## config.mk

```make
export PLATFORM = sky130hd
export DESIGN_NAME = lmu_i2c_gpio
export DESIGN_NICKNAME = d
export VERILOG_FILES = /design/src/hw/lmu_i2c_pkg.sv /design/src/hw/lmu_i2c_gpio.sv
export VERILOG_INCLUDE_DIRS = /design/src /design/src/hw
export SDC_FILE = /design/constraint.sdc
export NUM_CORES = 1
export LEC_CHECK = 0
export BUFFER_PORTS_ARGS = -buffer_cell sky130_fd_sc_hd__buf_2
export CAP_MARGIN = 10
export CORE_MARGIN = 2
export CORE_UTILIZATION = 45
export DETAILED_ROUTE_END_ITERATION = 7
export PLACE_DENSITY = 0.65
export SYNTH_ARGS = -nofsm -noshare
export SYNTH_HDL_FRONTEND = slang
export SYNTH_SLANG_ARGS = --single-unit
```

## constraint.sdc

```tcl
create_clock -name clock -period 1.9 [get_ports clock]
set_clock_uncertainty 0.2 [all_clocks]
set_input_delay 0.38 -clock clock [delete_from_list [all_inputs] [get_ports clock]]
set_output_delay 0.38 -clock clock [all_outputs]
set_load 0.01 [all_outputs]
```

## src/hw/lmu_i2c_regs.svh

```systemverilog
`ifndef LMU_I2C_REGS_SVH
`define LMU_I2C_REGS_SVH

`define LMU_SLAVE_ADDR 7'h59
`define LMU_REG_PIN_SETUP 8'h06
`define LMU_REG_PIN_LEVEL 8'h07
`define LMU_PWM_SEL_BIT 4
`define LMU_DIR_MSB 2
`define LMU_PIN_COUNT 3
`define LMU_SETUP_RESET 8'h00
`define LMU_LEVEL_RESET 8'h00

`endif

```

## src/hw/lmu_i2c_pkg.sv

```systemverilog
package lmu_i2c_pkg;
	typedef enum logic [2:0] {
		ST_IDLE,
		ST_ADDR,
		ST_REG,
		ST_DATA,
		ST_SEND,
		ST_IGNORE
	} lmu_phase_e;

	typedef struct packed {
		logic [2:0] in;
		logic [2:0] out;
		logic [2:0] oe;
	} lmu_pins_s;
endpackage

```

## src/hw/lmu_i2c_gpio.sv

```systemverilog
// Overview of operation
// - Setup bits 2:0 set pin direction: 0 input, 1 output.
// - Output pins drive the level held in the level register.
// - PWM select bit forces pin zero to be the PWM input.
// - Only pin zero has the PWM function; others are plain I/O.
// - Reading the level register returns live pin levels.
// - SDA changes only while SCL is low, except START and STOP.
// - START is SDA falling with SCL high; STOP is SDA rising.
// - Bus is busy from START until the next STOP.
// - Repeated START is handled exactly like a first START.
// - Bytes are eight bits, MSB first, then one acknowledge bit.
// - On the ninth pulse the sender releases SDA, receiver pulls low.
// - Addressed receivers acknowledge every byte received.
// - First byte is address 59H plus direction bit, 0 write.
// - In a write, byte two is register address, byte three data.
// - Writes take effect at SCL rise of each data byte's acknowledge.
// - PWM input is active high.
`timescale 1ns/10ps
`default_nettype none
`include "lmu_i2c_regs.svh"

module lmu_i2c_gpio
	import lmu_i2c_pkg::*;
(
	input wire logic clock,
	input wire logic srst,
	input wire logic extResetN,
	input wire logic scl,
	input wire logic sdaIn,
	output logic sdaOut,
	output logic sdaOe,
	input wire logic [2:0] pinIn,
	output logic [2:0] pinOut,
	output logic [2:0] pinOe,
	output logic pwmIn,
	output logic busBusy
);
	import lmu_i2c_pkg::*;

	// ----------------------------------------------------------------
	// Input synchronisers
	// ----------------------------------------------------------------
	// All pins cross into the clock domain through two flops each.
	logic [5:0] meta_r;
	logic [5:0] sync_r;
	logic sclD_r;
	logic sdaD_r;
	logic rstSync_r;

	always_ff @(posedge clock)
	begin
		if (srst)
		begin
			meta_r <= 6'h3F;
			sync_r <= 6'h3F;
		end
		else
		begin
			meta_r <= {extResetN, pinIn, sdaIn, scl};
			sync_r <= meta_r;
		end
	end

	logic sclS;
	logic sdaS;
	logic [2:0] pinS;
	logic extRst;
	assign sclS = sync_r[0];
	assign sdaS = sync_r[1];
	assign pinS = sync_r[4:2];
	assign extRst = ~sync_r[5];

	always_ff @(posedge clock)
	begin
		if (srst)
		begin
			sclD_r <= 1'b1;
			sdaD_r <= 1'b1;
			rstSync_r <= 1'b0;
		end
		else
		begin
			sclD_r <= sclS;
			sdaD_r <= sdaS;
			rstSync_r <= extRst;
		end
	end

	logic anyRst;
	assign anyRst = srst | rstSync_r;

	// ----------------------------------------------------------------
	// Edge and condition detection
	// ----------------------------------------------------------------
	// Edges compare the synchronised level with its one-cycle copy.
	// The copies reset high so that no false edge follows reset.

	logic sclRise;
	logic sclFall;
	logic startCond;
	logic stopCond;
	assign sclRise = sclS & ~sclD_r;
	assign sclFall = ~sclS & sclD_r;
	assign startCond = sclS & sclD_r & sdaD_r & ~sdaS;
	assign stopCond = sclS & sclD_r & ~sdaD_r & sdaS;

	// ----------------------------------------------------------------
	// Bus occupancy
	// ----------------------------------------------------------------
	logic busy_r;

	always_ff @(posedge clock)
	begin
		if (anyRst)
			busy_r <= 1'b0;
		else if (startCond)
			busy_r <= 1'b1;
		else if (stopCond)
			busy_r <= 1'b0;
	end

	assign busBusy = busy_r;

	// ----------------------------------------------------------------
	// Serial engine
	// ----------------------------------------------------------------
	lmu_phase_e phase_r;
	logic [3:0] bitCnt_r;
	logic [7:0] shift_r;
	logic [7:0] regAddr_r;
	logic ackPhase_r;
	logic ackDrive_r;
	logic txDrive_r;
	logic txBit_r;
	logic mNack_r;
	logic [7:0] setup_r;
	logic [7:0] level_r;
	logic wrStrobe;
	logic [7:0] readVal;

	// ----------------------------------------------------------------
	// Read value
	// ----------------------------------------------------------------
	// Unknown register addresses read as zero.

	// Pin levels are live, so the read value reflects the pin, not the latch.
	always_comb
	begin
		readVal = 8'h00;
		if (regAddr_r == `LMU_REG_PIN_SETUP)
			readVal = setup_r;
		else if (regAddr_r == `LMU_REG_PIN_LEVEL)
			readVal = {5'h00, pinS};
	end

	assign wrStrobe = sclRise && ackPhase_r && ackDrive_r
		&& phase_r == ST_DATA;

	always_ff @(posedge clock)
	begin
		if (anyRst || stopCond)
		begin
			phase_r <= ST_IDLE;
			bitCnt_r <= 4'h0;
			shift_r <= 8'h00;
			ackPhase_r <= 1'b0;
			ackDrive_r <= 1'b0;
			txDrive_r <= 1'b0;
			txBit_r <= 1'b1;
			mNack_r <= 1'b0;
		end
		else if (startCond)
		begin
			phase_r <= ST_ADDR;
			bitCnt_r <= 4'h0;
			ackPhase_r <= 1'b0;
			ackDrive_r <= 1'b0;
			txDrive_r <= 1'b0;
			mNack_r <= 1'b0;
		end
		else if (sclRise && phase_r != ST_IDLE && phase_r != ST_IGNORE)
		begin
			if (ackPhase_r)
			begin
				if (phase_r == ST_SEND)
					mNack_r <= sdaS;
			end
			else if (phase_r != ST_SEND)
			begin
				shift_r <= {shift_r[6:0], sdaS};
				bitCnt_r <= bitCnt_r + 4'h1;
			end
			else
				bitCnt_r <= bitCnt_r + 4'h1;
		end
		else if (sclFall && phase_r != ST_IDLE && phase_r != ST_IGNORE)
		begin
			if (ackPhase_r)
			begin
				// Ninth pulse ends: choose next phase and drop the acknowledge drive; a read then drives the next MSB unless the master sent NACK.
				ackPhase_r <= 1'b0;
				ackDrive_r <= 1'b0;
				bitCnt_r <= 4'h0;
				unique case (phase_r)
					ST_ADDR:
					begin
						if (shift_r[0])
						begin
							phase_r <= ST_SEND;
							shift_r <= readVal;
							txDrive_r <= ~readVal[7];
							txBit_r <= readVal[7];
						end
						else
							phase_r <= ST_REG;
					end
					ST_REG:
						phase_r <= ST_DATA;
					ST_DATA:
						phase_r <= ST_DATA;
					ST_SEND:
					begin
						if (mNack_r)
						begin
							phase_r <= ST_IGNORE;
							txDrive_r <= 1'b0;
						end
						else
						begin
							shift_r <= readVal;
							txDrive_r <= ~readVal[7];
							txBit_r <= readVal[7];
						end
					end
					ST_IDLE, ST_IGNORE:
						phase_r <= phase_r;
				endcase
			end
			else if (bitCnt_r == 4'h8)
			begin
				ackPhase_r <= 1'b1;
				txDrive_r <= 1'b0;
				if (phase_r == ST_ADDR)
				begin
					if (shift_r[7:1] == `LMU_SLAVE_ADDR)
						ackDrive_r <= 1'b1;
					else
					begin
						phase_r <= ST_IGNORE;
						ackPhase_r <= 1'b0;
					end
				end
				else if (phase_r != ST_SEND)
					ackDrive_r <= 1'b1;
			end
			else if (phase_r == ST_SEND)
			begin
				shift_r <= {shift_r[6:0], 1'b0};
				txDrive_r <= ~shift_r[6];
				txBit_r <= shift_r[6];
			end
		end
	end

	// ----------------------------------------------------------------
	// Register address latch
	// ----------------------------------------------------------------
	// A read relies on the address left here by the preceding write.

	// Register address is latched when the second byte completes.
	always_ff @(posedge clock)
	begin
		if (anyRst)
			regAddr_r <= 8'h00;
		else if (sclFall && !ackPhase_r && bitCnt_r == 4'h8
			&& phase_r == ST_REG)
			regAddr_r <= shift_r;
	end

	// ----------------------------------------------------------------
	// SDA drive
	// ----------------------------------------------------------------
	// Drive is set only after a seen SCL fall, so it never starts in the high phase; START, STOP and reset clear it.

	// SDA is open drain: drive low only, release otherwise.
	assign sdaOut = 1'b0;
	assign sdaOe = ackDrive_r | txDrive_r;

	// ----------------------------------------------------------------
	// Registers and pins
	// ----------------------------------------------------------------
	always_ff @(posedge clock)
	begin
		if (anyRst)
		begin
			setup_r <= `LMU_SETUP_RESET;
			level_r <= `LMU_LEVEL_RESET;
		end
		else if (wrStrobe)
		begin
			if (regAddr_r == `LMU_REG_PIN_SETUP)
				setup_r <= {3'h0, shift_r[`LMU_PWM_SEL_BIT], 1'b0,
					shift_r[`LMU_DIR_MSB:0]};
			else if (regAddr_r == `LMU_REG_PIN_LEVEL)
				level_r <= {5'h00, shift_r[2:0]};
		end
	end

	// ----------------------------------------------------------------
	// Pin drivers
	// ----------------------------------------------------------------
	// Input pins still read back through the synchronisers.

	lmu_pins_s pins;
	genvar gi;
	generate
		for (gi = 0; gi < `LMU_PIN_COUNT; gi++)
		begin : g_pin
			if (gi == 0)
			begin : g_pwm
				assign pins.oe[gi] = setup_r[gi]
					& ~setup_r[`LMU_PWM_SEL_BIT];
			end
			else
			begin : g_io
				assign pins.oe[gi] = setup_r[gi];
			end
			assign pins.out[gi] = level_r[gi];
		end
	endgenerate
	assign pins.in = pinS;

	assign pinOut = pins.out;
	assign pinOe = pins.oe;
	// ----------------------------------------------------------------
	// PWM input
	// ----------------------------------------------------------------
	// The select bit gates the input, so an idle pin cannot light the LED.

	// High level on pin zero means the LED is on.
	assign pwmIn = setup_r[`LMU_PWM_SEL_BIT] & pins.in[0];
endmodule

`default_nettype wire

```

==> summary.txt, run 1 <==
Synth
  – Synthesis warning total: 0
  – Post-synthesis cell type count: 53
  – Mapped cell area: 2310 µm²
  – Ranking of synthesized cells by area: dfxtp_1, mux2i_1, nor2_1, or2_2, a21oi_1
  – Top cell type's share of synthesized area: 43.3%
  – Seq/Total Area, Yosys: 43.3%
  – Syn avg cell area: 8.80 µm²
  – Most area-hungry cell type in the Yosys netlist: dfxtp_1
  – Async SR Flop Fraction: 0%
  – Synth Register Bits: 50
  – Syn Nets: 273
  – EDFF count, synth: 0
  – Predominant post-synthesis flop cell: dfxtp_1
  – Synthesized instance count: 263

Outcome
  – Failing checks: negative setup slack
  – Status: finished, violations left

Floorplanning
  – Ports: 18
  – Chip height: 75.7 µm
  – Die X: 75.7 µm
  – Initial core utilization: 45.9%
  – Die area: 5730 µm²
  – Core area: 5040 µm²
  – Row count: 26

Job
  – # Max-Cap Violations: 0

Placed design
  – Gpl congestion: 0.884
  – DP Area: 2760 µm²
  – HPWL after DPL: 3.91 mm
  – Buffers on Ports: 16
  – Placed Instances: 378

Route
  – Wire length per cell: 14.1 µm
  – Total routed wirelength: 5.46 mm
  – Pre-antenna DRT Iters: 4
  – Antenna Nets Post-Route: 0
  – Vias: 2025
  – Drc violations: 0
  – Vias per inst: 5.23
  – Iter 0 DRT Violations: 126

Final layout
  – Layout Nets: 327
  – Layout cells sized above 1: 39.1%
  – Final core occ: 59.6%
  – Design area: 3010 µm²
  – Fin cells: 387
  – Ant diodes: 0
  – Area Overhead vs Synth: 30.0%

Clock tree
  – Clock slew at reported path FFs: 0.09 ns
  – Cts hold-fix bufs: 0
  – Clock sinks: 50
  – Maximum clock insertion buffer count: 2
  – CTS root buf: clkbuf_8
  – Worst-Skew Late Latency: 0.31 ns
  – CTS Buf Count: 5
  – CTS tree: yes
  – H-Tree Depth: 2

Worst setup path
  – Worst EP required: 1.94 ns
  – Nature of the critical path endpoint: register
  – WS Path Type: reg2reg
  – CP max FO: 6
  – Startpoint Class: register
  – Slowest CP cell: or4_4
  – CP Cell Sequence: and3b_4 > a32o_2 > a211o_1 > or4_4 > o22ai_2
  – Critical Path AT: 2.04 ns
  – Worst R2R Path Depth: 5
  – CP peak stage delay: 0.47 ns

Timing
  – Max-slew violations: 0
  – Final hold viol count: 0
  – Setup WS post-layout: -0.0915 ns
  – Finish-stage setup viols: 7
  – Period utilization: 105%
  – Setup TNS: -0.312 ns
  – Period minus WS final: 1.99 ns
  – Maximum operating frequency: 0.502 GHz
  – RSZ-0062 raised after global routing: true

Power
  – Pwr Total: 0.00177 W
  – Peak supply drop: 0.468 mV
  – Power Density: 589 nW/µm²
  – Leak: 1.20 nW

Worst hold path
  – Hold WC Path Type: in2reg
  – Worst Hold Depth: 2

Global route
  – Global-route wire length before repair: 8.47 mm
  – Vias in the first global route: 1812
  – GRT Overall Usage: 19.9%
  – Largest net degree at the start of global routing: 17
  – Initial antenna violation count: 0
  – Total gr overflow: 0
layout by cell type (no fill, tap or decap), types with 4 or more instances in the layout:
| cell type | instances |
|---|---|
| buf_4 | 45 |
| dfxtp_1 | 42 |
| nor2_1 | 38 |
| mux2i_1 | 20 |
| or2_2 | 16 |
| buf_2 | 16 |
| a21oi_1 | 14 |
| nand2_1 | 11 |
| o21ai_0 | 10 |
| dfxtp_2 | 6 |
| nand2b_1 | 5 |
| inv_1 | 5 |
| clkbuf_8 | 5 |
| nand3_1 | 4 |
| o22ai_2 | 4 |
worst max-delay path: cells and delay by family (launching register included):
family,cells,cell delay [ns]
simple gates,2,0.67
compound gates,3,0.68
flops,1,0.37
per-layer routing:
layer	track usage [%]	vias to the layer above	share of wire, %
met5	0	-	0
met4	8.58	0	3.1
met3	4.37	15	5.0
met2	31.0	56	46
met1	26.5	933	46
li1	-	1021	-
through the flow:
stage          hold WS [ns]  worst slack [ns]
2_1_floorplan         0.163           -0.0657
3_3_place_gp          0.165           -0.0662
3_5_place_dp          0.171            -0.118
4_1_cts              0.0406           -0.0688
5_1_grt              0.0419            -0.146
6_report             0.0482           -0.0915
synthesized netlist by cell type, drive strengths merged (4+ instances only):
master  number
a211oi       5
a21oi       15
buf          8
clkbuf       9
dfxtp       50
inv          7
mux2i       20
nand2       11
nand2b       6
nand3        4
nor2        39
nor2b        6
nor3b        4
o21ai       12
o22ai        5
or2         16
kinds of logic (layout without fill, tap and decap cells):
family,count (synthesis),after routing,share of synthesized area (%)
simple gates,109,109,25.9
compound gates,54,54,15.0
flops,50,50,43.3
buf+inv,24,78,4.81
mux,20,20,8.65
xor+xnor,3,3,1.14
fa+ha+maj,2,2,1.08
other cells,1,1,0.162
final cells by class:
| type | count | area, µm² |
|---|---|---|
| clock buffers | 5 | 68.8 |
| clock inverters | 2 | 15.0 |
| repair buffers | 64 | 460 |
| inverters | 7 | 26.3 |
| well taps | 70 | 87.6 |
| flip-flops and latches | 50 | 1020 |
| multi-input cells | 189 | 1330 |
| fillers | 453 | 2040 |
timing repair:
action                                  CTS  global route
setup buffers                             1             1
gates resized for setup                  10            27
pin swaps                                 4             7
endpoints found under the setup margin   20            26
where the power goes:
| group | internal [W] | leakage, nW | switching [W] |
|---|---|---|---|
| logic | 0.0000439 | 0.758 | 0.0000517 |
| clock network | 0.000252 | 0.0362 | 0.000357 |
| registers | 0.00106 | 0.409 | 0.00000714 |
registers in the layout, indices dropped and copies added (netlist names), 3 cells and up:
register   cells
meta_r         6
bitCnt_r       4
phase_r        3
setup_r        4
regAddr_r      8
level_r        3
sync_r         6
shift_r        8
path summary, 6_finish.rpt:
kind         startpoint    endpoint  slack (ns)
max reg2reg   sync_r[0]  shift_r[3]       -0.09
min reg2reg   sync_r[5]   rstSync_r        0.18
min            pinIn[0]   meta_r[2]        0.05
max           sync_r[0]  shift_r[3]       -0.09
No activity file was read; power rests on OpenSTA's default activity.
==> run 2: changes to the inputs <==
--- a/config.mk
+++ b/config.mk
@@ -6,7 +6,7 @@
 export SDC_FILE = /design/constraint.sdc
 export NUM_CORES = 1
 export LEC_CHECK = 0
-export BUFFER_PORTS_ARGS = -buffer_cell sky130_fd_sc_hd__buf_2
+export BUFFER_PORTS_ARGS = -buffer_cell sky130_fd_sc_hd__buf_4
 export CAP_MARGIN = 10
 export CORE_MARGIN = 2
 export CORE_UTILIZATION = 45
==> summary.txt, run 2 (synthesized netlist as in run 1, its figures left out) <==
Final layout
  – Design area: 3030 µm² (was 3010 µm²)
  – Area Overhead vs Synth: 30.9% (was 30.0%)
  – Most common cell after layout, fill and taps aside: buf_4 (unchanged)
  – Layout cells sized above 1: 36.6% (was 39.1%)
  – Largest registers: regAddr_r (8), shift_r (8) (unchanged)
  – Most frequent cells in the layout: buf_4, dfxtp_1, nor2_1 (unchanged)
  – Layout Nets: 323 (was 327)
  – Final core occ: 60.0% (was 59.6%)
  – Ant diodes: 0 (unchanged)

Power
  – Power Density: 641 nW/µm² (was 589 nW/µm²)
  – Leak: 1.20 nW (about the same)
  – Peak supply drop: 0.558 mV (was 0.468 mV)

Floorplanning
  – Ports: 18 (unchanged)
  – Die X: 75.7 µm (unchanged)
  – Chip height: 75.7 µm (unchanged)
  – Initial core utilization: 45.9% (unchanged)
  – Die area: 5730 µm² (unchanged)
  – Core area: 5040 µm² (unchanged)
  – Row count: 26 (unchanged)

Timing
  – Final hold viol count: 0 (unchanged)
  – Period utilization: 104% (was 105%)
  – Finish-stage setup viols: 6 (was 7)
  – Setup WS post-layout: -0.0794 ns (was -0.0915 ns)
  – Max-slew violations: 0 (unchanged)
  – RSZ-0062 raised after global routing: true (unchanged)
  – Period minus WS final: 1.98 ns (was 1.99 ns)
  – Maximum operating frequency: 0.505 GHz (was 0.502 GHz)
  – Hold Worst Slack: 0.0561 ns (was 0.0482 ns)

Clock tree
  – CTS Buf Count: 5 (unchanged)
  – Worst-Skew Late Latency: 0.30 ns (was 0.31 ns)
  – H-Tree Depth: 2 (unchanged)
  – CTS tree: yes (unchanged)
  – Clock sinks: 50 (unchanged)
  – CTS root buf: clkbuf_8 (unchanged)
  – Maximum clock insertion buffer count: 2 (unchanged)
  – Cts hold-fix bufs: 0 (unchanged)
  – Clock slew at reported path FFs: 0.10 ns (was 0.09 ns)

Global route
  – GRT Overall Usage: 19.5% (was 19.9%)
  – Vias in the first global route: 1886 (was 1812)
  – Total gr overflow: 0 (unchanged)
  – Initial antenna violation count: 0 (unchanged)
  – Global-route wire length before repair: 8.52 mm (was 8.47 mm)
  – Largest net degree at the start of global routing: 18 (was 17)

Worst setup path
  – Critical Path AT: 2.01 ns (was 2.04 ns)
  – Reg-to-Reg End: shift_r[6] (was shift_r[3])
  – Critical Path Start: ackPhase_r (was sync_r[0])
  – CP Capture Point: shift_r[6] (was shift_r[3])
  – CP max FO: 4 (was 6)
  – Worst EP required: 1.93 ns (was 1.94 ns)
  – Crit Reg-Reg Startpoint: ackPhase_r (was sync_r[0])
  – Reg2reg setup slack: -0.08 ns (was -0.09 ns)
  – WS Path Type: reg2reg (unchanged)
  – Worst R2R Path Depth: 5 (unchanged)
  – Nature of the critical path endpoint: register (unchanged)
  – Startpoint Class: register (unchanged)

Outcome
  – Status: finished, violations left (unchanged)
  – Failing checks: negative setup slack (unchanged)

Worst hold path
  – Hold WC Path Type: in2reg (unchanged)
  – Hold Crit Start: pinIn[0] (unchanged)

Route
  – Antenna Nets Post-Route: 0 (unchanged)
  – Vias: 1978 (was 2025)
  – Drc violations: 0 (unchanged)
  – Pre-antenna DRT Iters: 4 (unchanged)
  – Iter 0 DRT Violations: 122 (was 126)
  – Total routed wirelength: 5.33 mm (was 5.46 mm)
  – Wire length per cell: 13.9 µm (was 14.1 µm)
  – Vias per inst: 5.15 (was 5.23)

Placed design
  – HPWL after DPL: 3.99 mm (was 3.91 mm)
  – DP Area: 2790 µm² (was 2760 µm²)
  – Buffers on Ports: 16 (unchanged)
  – Gpl congestion: 0.862 (was 0.884)

Job
  – # Max-Cap Violations: 0 (unchanged)
-- run 2: cell count changes in the layout (fill, tap and decap cells not counted), sizes merged --
cell      delta
bufinv       +1
buf          -5
inv          +1
clkinvlp     -1
clkbuf       +1
-- run 2: report_power, final --
| group | switching (W) | internal [W] |
|---|---|---|
| sequential | 0.00000752 | 0.00106 |
| combinational | 0.0000497 | 0.0000460 |
| clock | 0.000376 | 0.000401 |
| total | 0.000433 | 0.00151 |
-- run 2: worst min path at each step --
stage	end	slack, ns	cells past startpoint
after global placement	rstSync_r	0.17	1
after global routing	meta_r[2]	0.05	2
after floorplan	rstSync_r	0.16	1
after detailed placement	rstSync_r	0.17	1
final	meta_r[2]	0.06	2
after CTS	meta_r[2]	0.05	2
-- run 2: routing by layer --
layer | GRT usage, % | wire, µm | vias up | part of all wire, %
met2 | 31.7 | 2510 | 25 | 47
li1 | - | - | 1012 | -
met3 | 3.31 | 108 | 7 | 2.0
met4 | 5.26 | 63 | 0 | 1.2
met5 | 0 | 0 | - | 0
met1 | 27.0 | 2650 | 934 | 50
-- run 2: timing repair --
item	CTS	global route
endpoints found under the setup margin	19	25
buffers inserted	2	2
pin swaps	7	6
gates resized for setup	7	22
endpoints found under the hold margin	0	0
-- run 2: metrics by stage --
stage	setup slack [ns]	setup TNS (ns)	total power, W	cells
after detailed placement	-0.107	-0.858	0.00118	373
after CTS	-0.0732	-0.349	0.00196	382
final	-0.0794	-0.347	0.00194	384
after global placement	-0.0731	-0.528	0.00118	373
after floorplan	-0.0657	-0.350	0.00115	263
after global routing	-0.144	-1.23	0.00200	384
-- run 2: worst max-delay path, stage by stage, from the launching register on --
cell and delay, ns:
dfxtp_1 0.37, and3b_4 0.21, a32o_1 0.27, a211o_1 0.25, or4_4 0.45, o22ai_1 0.16
-- run 2: cell type report --
cell class	count	area, µm²
clock buffers	5	68.8
clock inverters	3	48.8
fillers	458	2010
inverters	7	26.3
multi-input cells	189	1290
flip-flops and latches	50	1010
well taps	70	87.6
repair buffers	60	489
==> run 3: changes to the inputs <==
--- a/config.mk
+++ b/config.mk
@@ -12,6 +12,7 @@
 export CORE_UTILIZATION = 45
 export DETAILED_ROUTE_END_ITERATION = 7
 export PLACE_DENSITY = 0.65
+export RECOVER_POWER = 50
 export SYNTH_ARGS = -nofsm -noshare
 export SYNTH_HDL_FRONTEND = slang
 export SYNTH_SLANG_ARGS = --single-unit
==> constraint.sdc (replaced) <==
create_clock -name clock -period 1.9 [get_ports clock]
set_clock_uncertainty 0.2 [all_clocks]
set_input_delay 0.38 -clock clock [delete_from_list [all_inputs] [get_ports clock]]
set_output_delay 0.38 -clock clock [all_outputs]
set_load 0.02 [all_outputs]
==> summary.txt, run 3 (synthesized netlist as in run 1, its figures left out) <==
Worst setup path
  – CP bufs+invs: 0 (unchanged)
  – Critical Path AT: 2.01 ns (about the same)
  – Top delay family on crit path: compound AO/OA/AOI/OAI gates (unchanged)
  – WS Path Type: reg2reg (unchanged)
  – Worst R2R Path Depth: 5 (unchanged)
  – CP peak stage delay: 0.45 ns (about the same)
  – Crit Reg-Reg Startpoint: ackPhase_r (unchanged)
  – CP max FO: 4 (unchanged)
  – CP Cell Sequence: and3b_4 > a32o_1 > a211o_1 > or4_4 > o22ai_1 (unchanged)
  – Nature of the critical path endpoint: register (unchanged)
  – Slowest CP cell: or4_4 (unchanged)
  – Startpoint Class: register (unchanged)
  – Reg-to-Reg End: shift_r[6] (unchanged)
  – Worst EP required: 1.94 ns (was 1.93 ns)
  – Reg2reg setup slack: -0.08 ns (about the same)

Job
  – # Max-Cap Violations: 0 (unchanged)

Placed design
  – Gpl congestion: 0.862 (unchanged)
  – HPWL after DPL: 3.99 mm (unchanged)
  – Dpl ws: -0.107 ns (unchanged)
  – Buffers on Ports: 16 (unchanged)

Final layout
  – Ant diodes: 0 (unchanged)
  – Area Overhead vs Synth: 30.1% (was 30.9%)
  – Largest registers: regAddr_r (8), shift_r (8) (unchanged)
  – Layout Nets: 323 (unchanged)
  – Most common cell after layout, fill and taps aside: buf_4 (unchanged)
  – Layout cells sized above 1: 34.7% (was 36.6%)
  – Final core occ: 59.7% (was 60.0%)
  – Most frequent cells in the layout: buf_4, dfxtp_1, nor2_1 (unchanged)
  – Fill count: 462 (was 458)

Timing
  – Max-slew violations: 0 (unchanged)
  – Final hold viol count: 0 (unchanged)
  – Period utilization: 104% (about the same)
  – Finish-stage setup viols: 6 (unchanged)
  – Actual slew at the worst max-slew pin: 0.860 ns
  – Period minus WS final: 1.98 ns (about the same)
  – Relative slew slack: 42.7%
  – Setup WS post-layout: -0.0774 ns (was -0.0794 ns)
  – RSZ-0062 raised after global routing: true (unchanged)
  – Maximum operating frequency: 0.506 GHz (was 0.505 GHz)

Route
  – Vias per inst: 5.16 (was 5.15)
  – Iter 0 DRT Violations: 102 (was 122)
  – Drc violations: 0 (unchanged)
  – Total routed wirelength: 5.33 mm (about the same)
  – Wire length per cell: 13.9 µm (about the same)
  – Max layer used: met4 (unchanged)
  – Routed wl met2: 2.51 mm (about the same)
  – Routed met3 length: 143 µm (was 108 µm)
  – Antenna Nets Post-Route: 0 (unchanged)
  – Vias: 1981 (was 1978)
  – Pre-antenna DRT Iters: 4 (unchanged)
  – WL met1: 2.61 mm (was 2.65 mm)

Power
  – Leak: 1.18 nW (was 1.20 nW)
  – Peak supply drop: 0.556 mV (was 0.558 mV)
  – Power Density: 645 nW/µm² (was 641 nW/µm²)

Clock tree
  – CTS Buf Count: 5 (unchanged)
  – Clock slew at reported path FFs: 0.10 ns (about the same)
  – Maximum clock insertion buffer count: 2 (unchanged)
  – CTS tree: yes (unchanged)
  – CTS root buf: clkbuf_8 (unchanged)
  – Worst-Skew Late Latency: 0.30 ns (about the same)
  – Clock sinks: 50 (unchanged)
  – H-Tree Depth: 2 (unchanged)

Worst hold path
  – Hold Crit Start: pinIn[0] (unchanged)
  – Hold WC Path Type: in2reg (unchanged)
  – Worst Hold Depth: 2 (unchanged)
  – Worst Hold End: meta_r[2] (unchanged)

Floorplanning
  – Die X: 75.7 µm (unchanged)
  – Initial core utilization: 45.9% (unchanged)
  – Die area: 5730 µm² (unchanged)
  – Core area: 5040 µm² (unchanged)
  – Ports: 18 (unchanged)
  – Chip height: 75.7 µm (unchanged)
  – Row count: 26 (unchanged)

Outcome
  – Status: finished, violations left (unchanged)
  – Failing checks: negative setup slack (unchanged)

Global route
  – GRT Overall Usage: 19.5% (unchanged)
  – Global-route wire length before repair: 8.52 mm (unchanged)
  – Initial antenna violation count: 0 (unchanged)
  – Total gr overflow: 0 (unchanged)
  – Largest net degree at the start of global routing: 18 (unchanged)
  – Vias in the first global route: 1886 (unchanged)
==> run 3: cell types whose count changed in the layout (fill, tap and decap cells not counted) <==
cell / change
buf_4: -5
clkbuf_1: +5
or2_0: +1
or2_2: -1
==> run 3: power by group <==
part | leakage (nW) | switching, W | total (W) | internal, W
sequential | 0.409 | 0.00000750 | 0.00107 | 0.00106
combinational | 0.715 | 0.0000513 | 0.0000951 | 0.0000437
clock | 0.0563 | 0.000376 | 0.000777 | 0.000401
total | 1.18 | 0.000435 | 0.00194 | 0.00151
==> run 3: how the worst max path moves through the flow <==
stage                from    endpoint  slack (ns)  cells past startpoint
6_report       ackPhase_r  shift_r[6]       -0.08                      5
5_1_grt        phase_r[0]  shift_r[6]       -0.14                      6
3_5_place_dp   phase_r[0]  shift_r[4]       -0.11                      6
4_1_cts        phase_r[0]  shift_r[6]       -0.07                      6
3_3_place_gp   phase_r[0]  shift_r[1]       -0.07                      6
2_1_floorplan      sclD_r  shift_r[1]       -0.07                      7
==> run 3: metal layers <==
layer,up-vias,global-route usage (%)
met2,28,31.7
met4,0,5.26
li1,1011,-
met3,7,3.31
met1,935,27.0
met5,-,0
==> run 3: final cells by class <==
cell class                 count  area, µm²  share of cell area, %
clock inverter                 3       48.8                   1.62
inverter                       7       26.3                  0.873
timing repair buffer          60        470                   15.6
tap                           70       87.6                   2.91
multi-input combinational    189       1290                   43.0
clock buffer                   5       68.8                   2.29
sequential                    50       1010                   33.7
==> run 3: timing repair <==
action / CTS / global route
setup endpoints to repair: 19 / 25
resized for setup: 7 / 22
hold endpoints to repair: 0 / 0
hold buffers: 0 / 0
setup buffers: 2 / 2
pin swaps: 7 / 6
==> run 3: stage by stage <==
| step | instances | area, µm² | total power [W] | hold slack (ns) | setup TNS [ns] |
|---|---|---|---|---|---|
| after floorplan | 263 | 2340 | 0.00115 | 0.163 | -0.350 |
| after global placement | 373 | 2790 | 0.00118 | 0.166 | -0.528 |
| after detailed placement | 373 | 2790 | 0.00119 | 0.174 | -0.858 |
| after CTS | 382 | 2930 | 0.00196 | 0.0522 | -0.349 |
| after global routing | 384 | 3010 | 0.00200 | 0.0471 | -1.62 |
| final | 384 | 3010 | 0.00194 | 0.0570 | -0.335 |
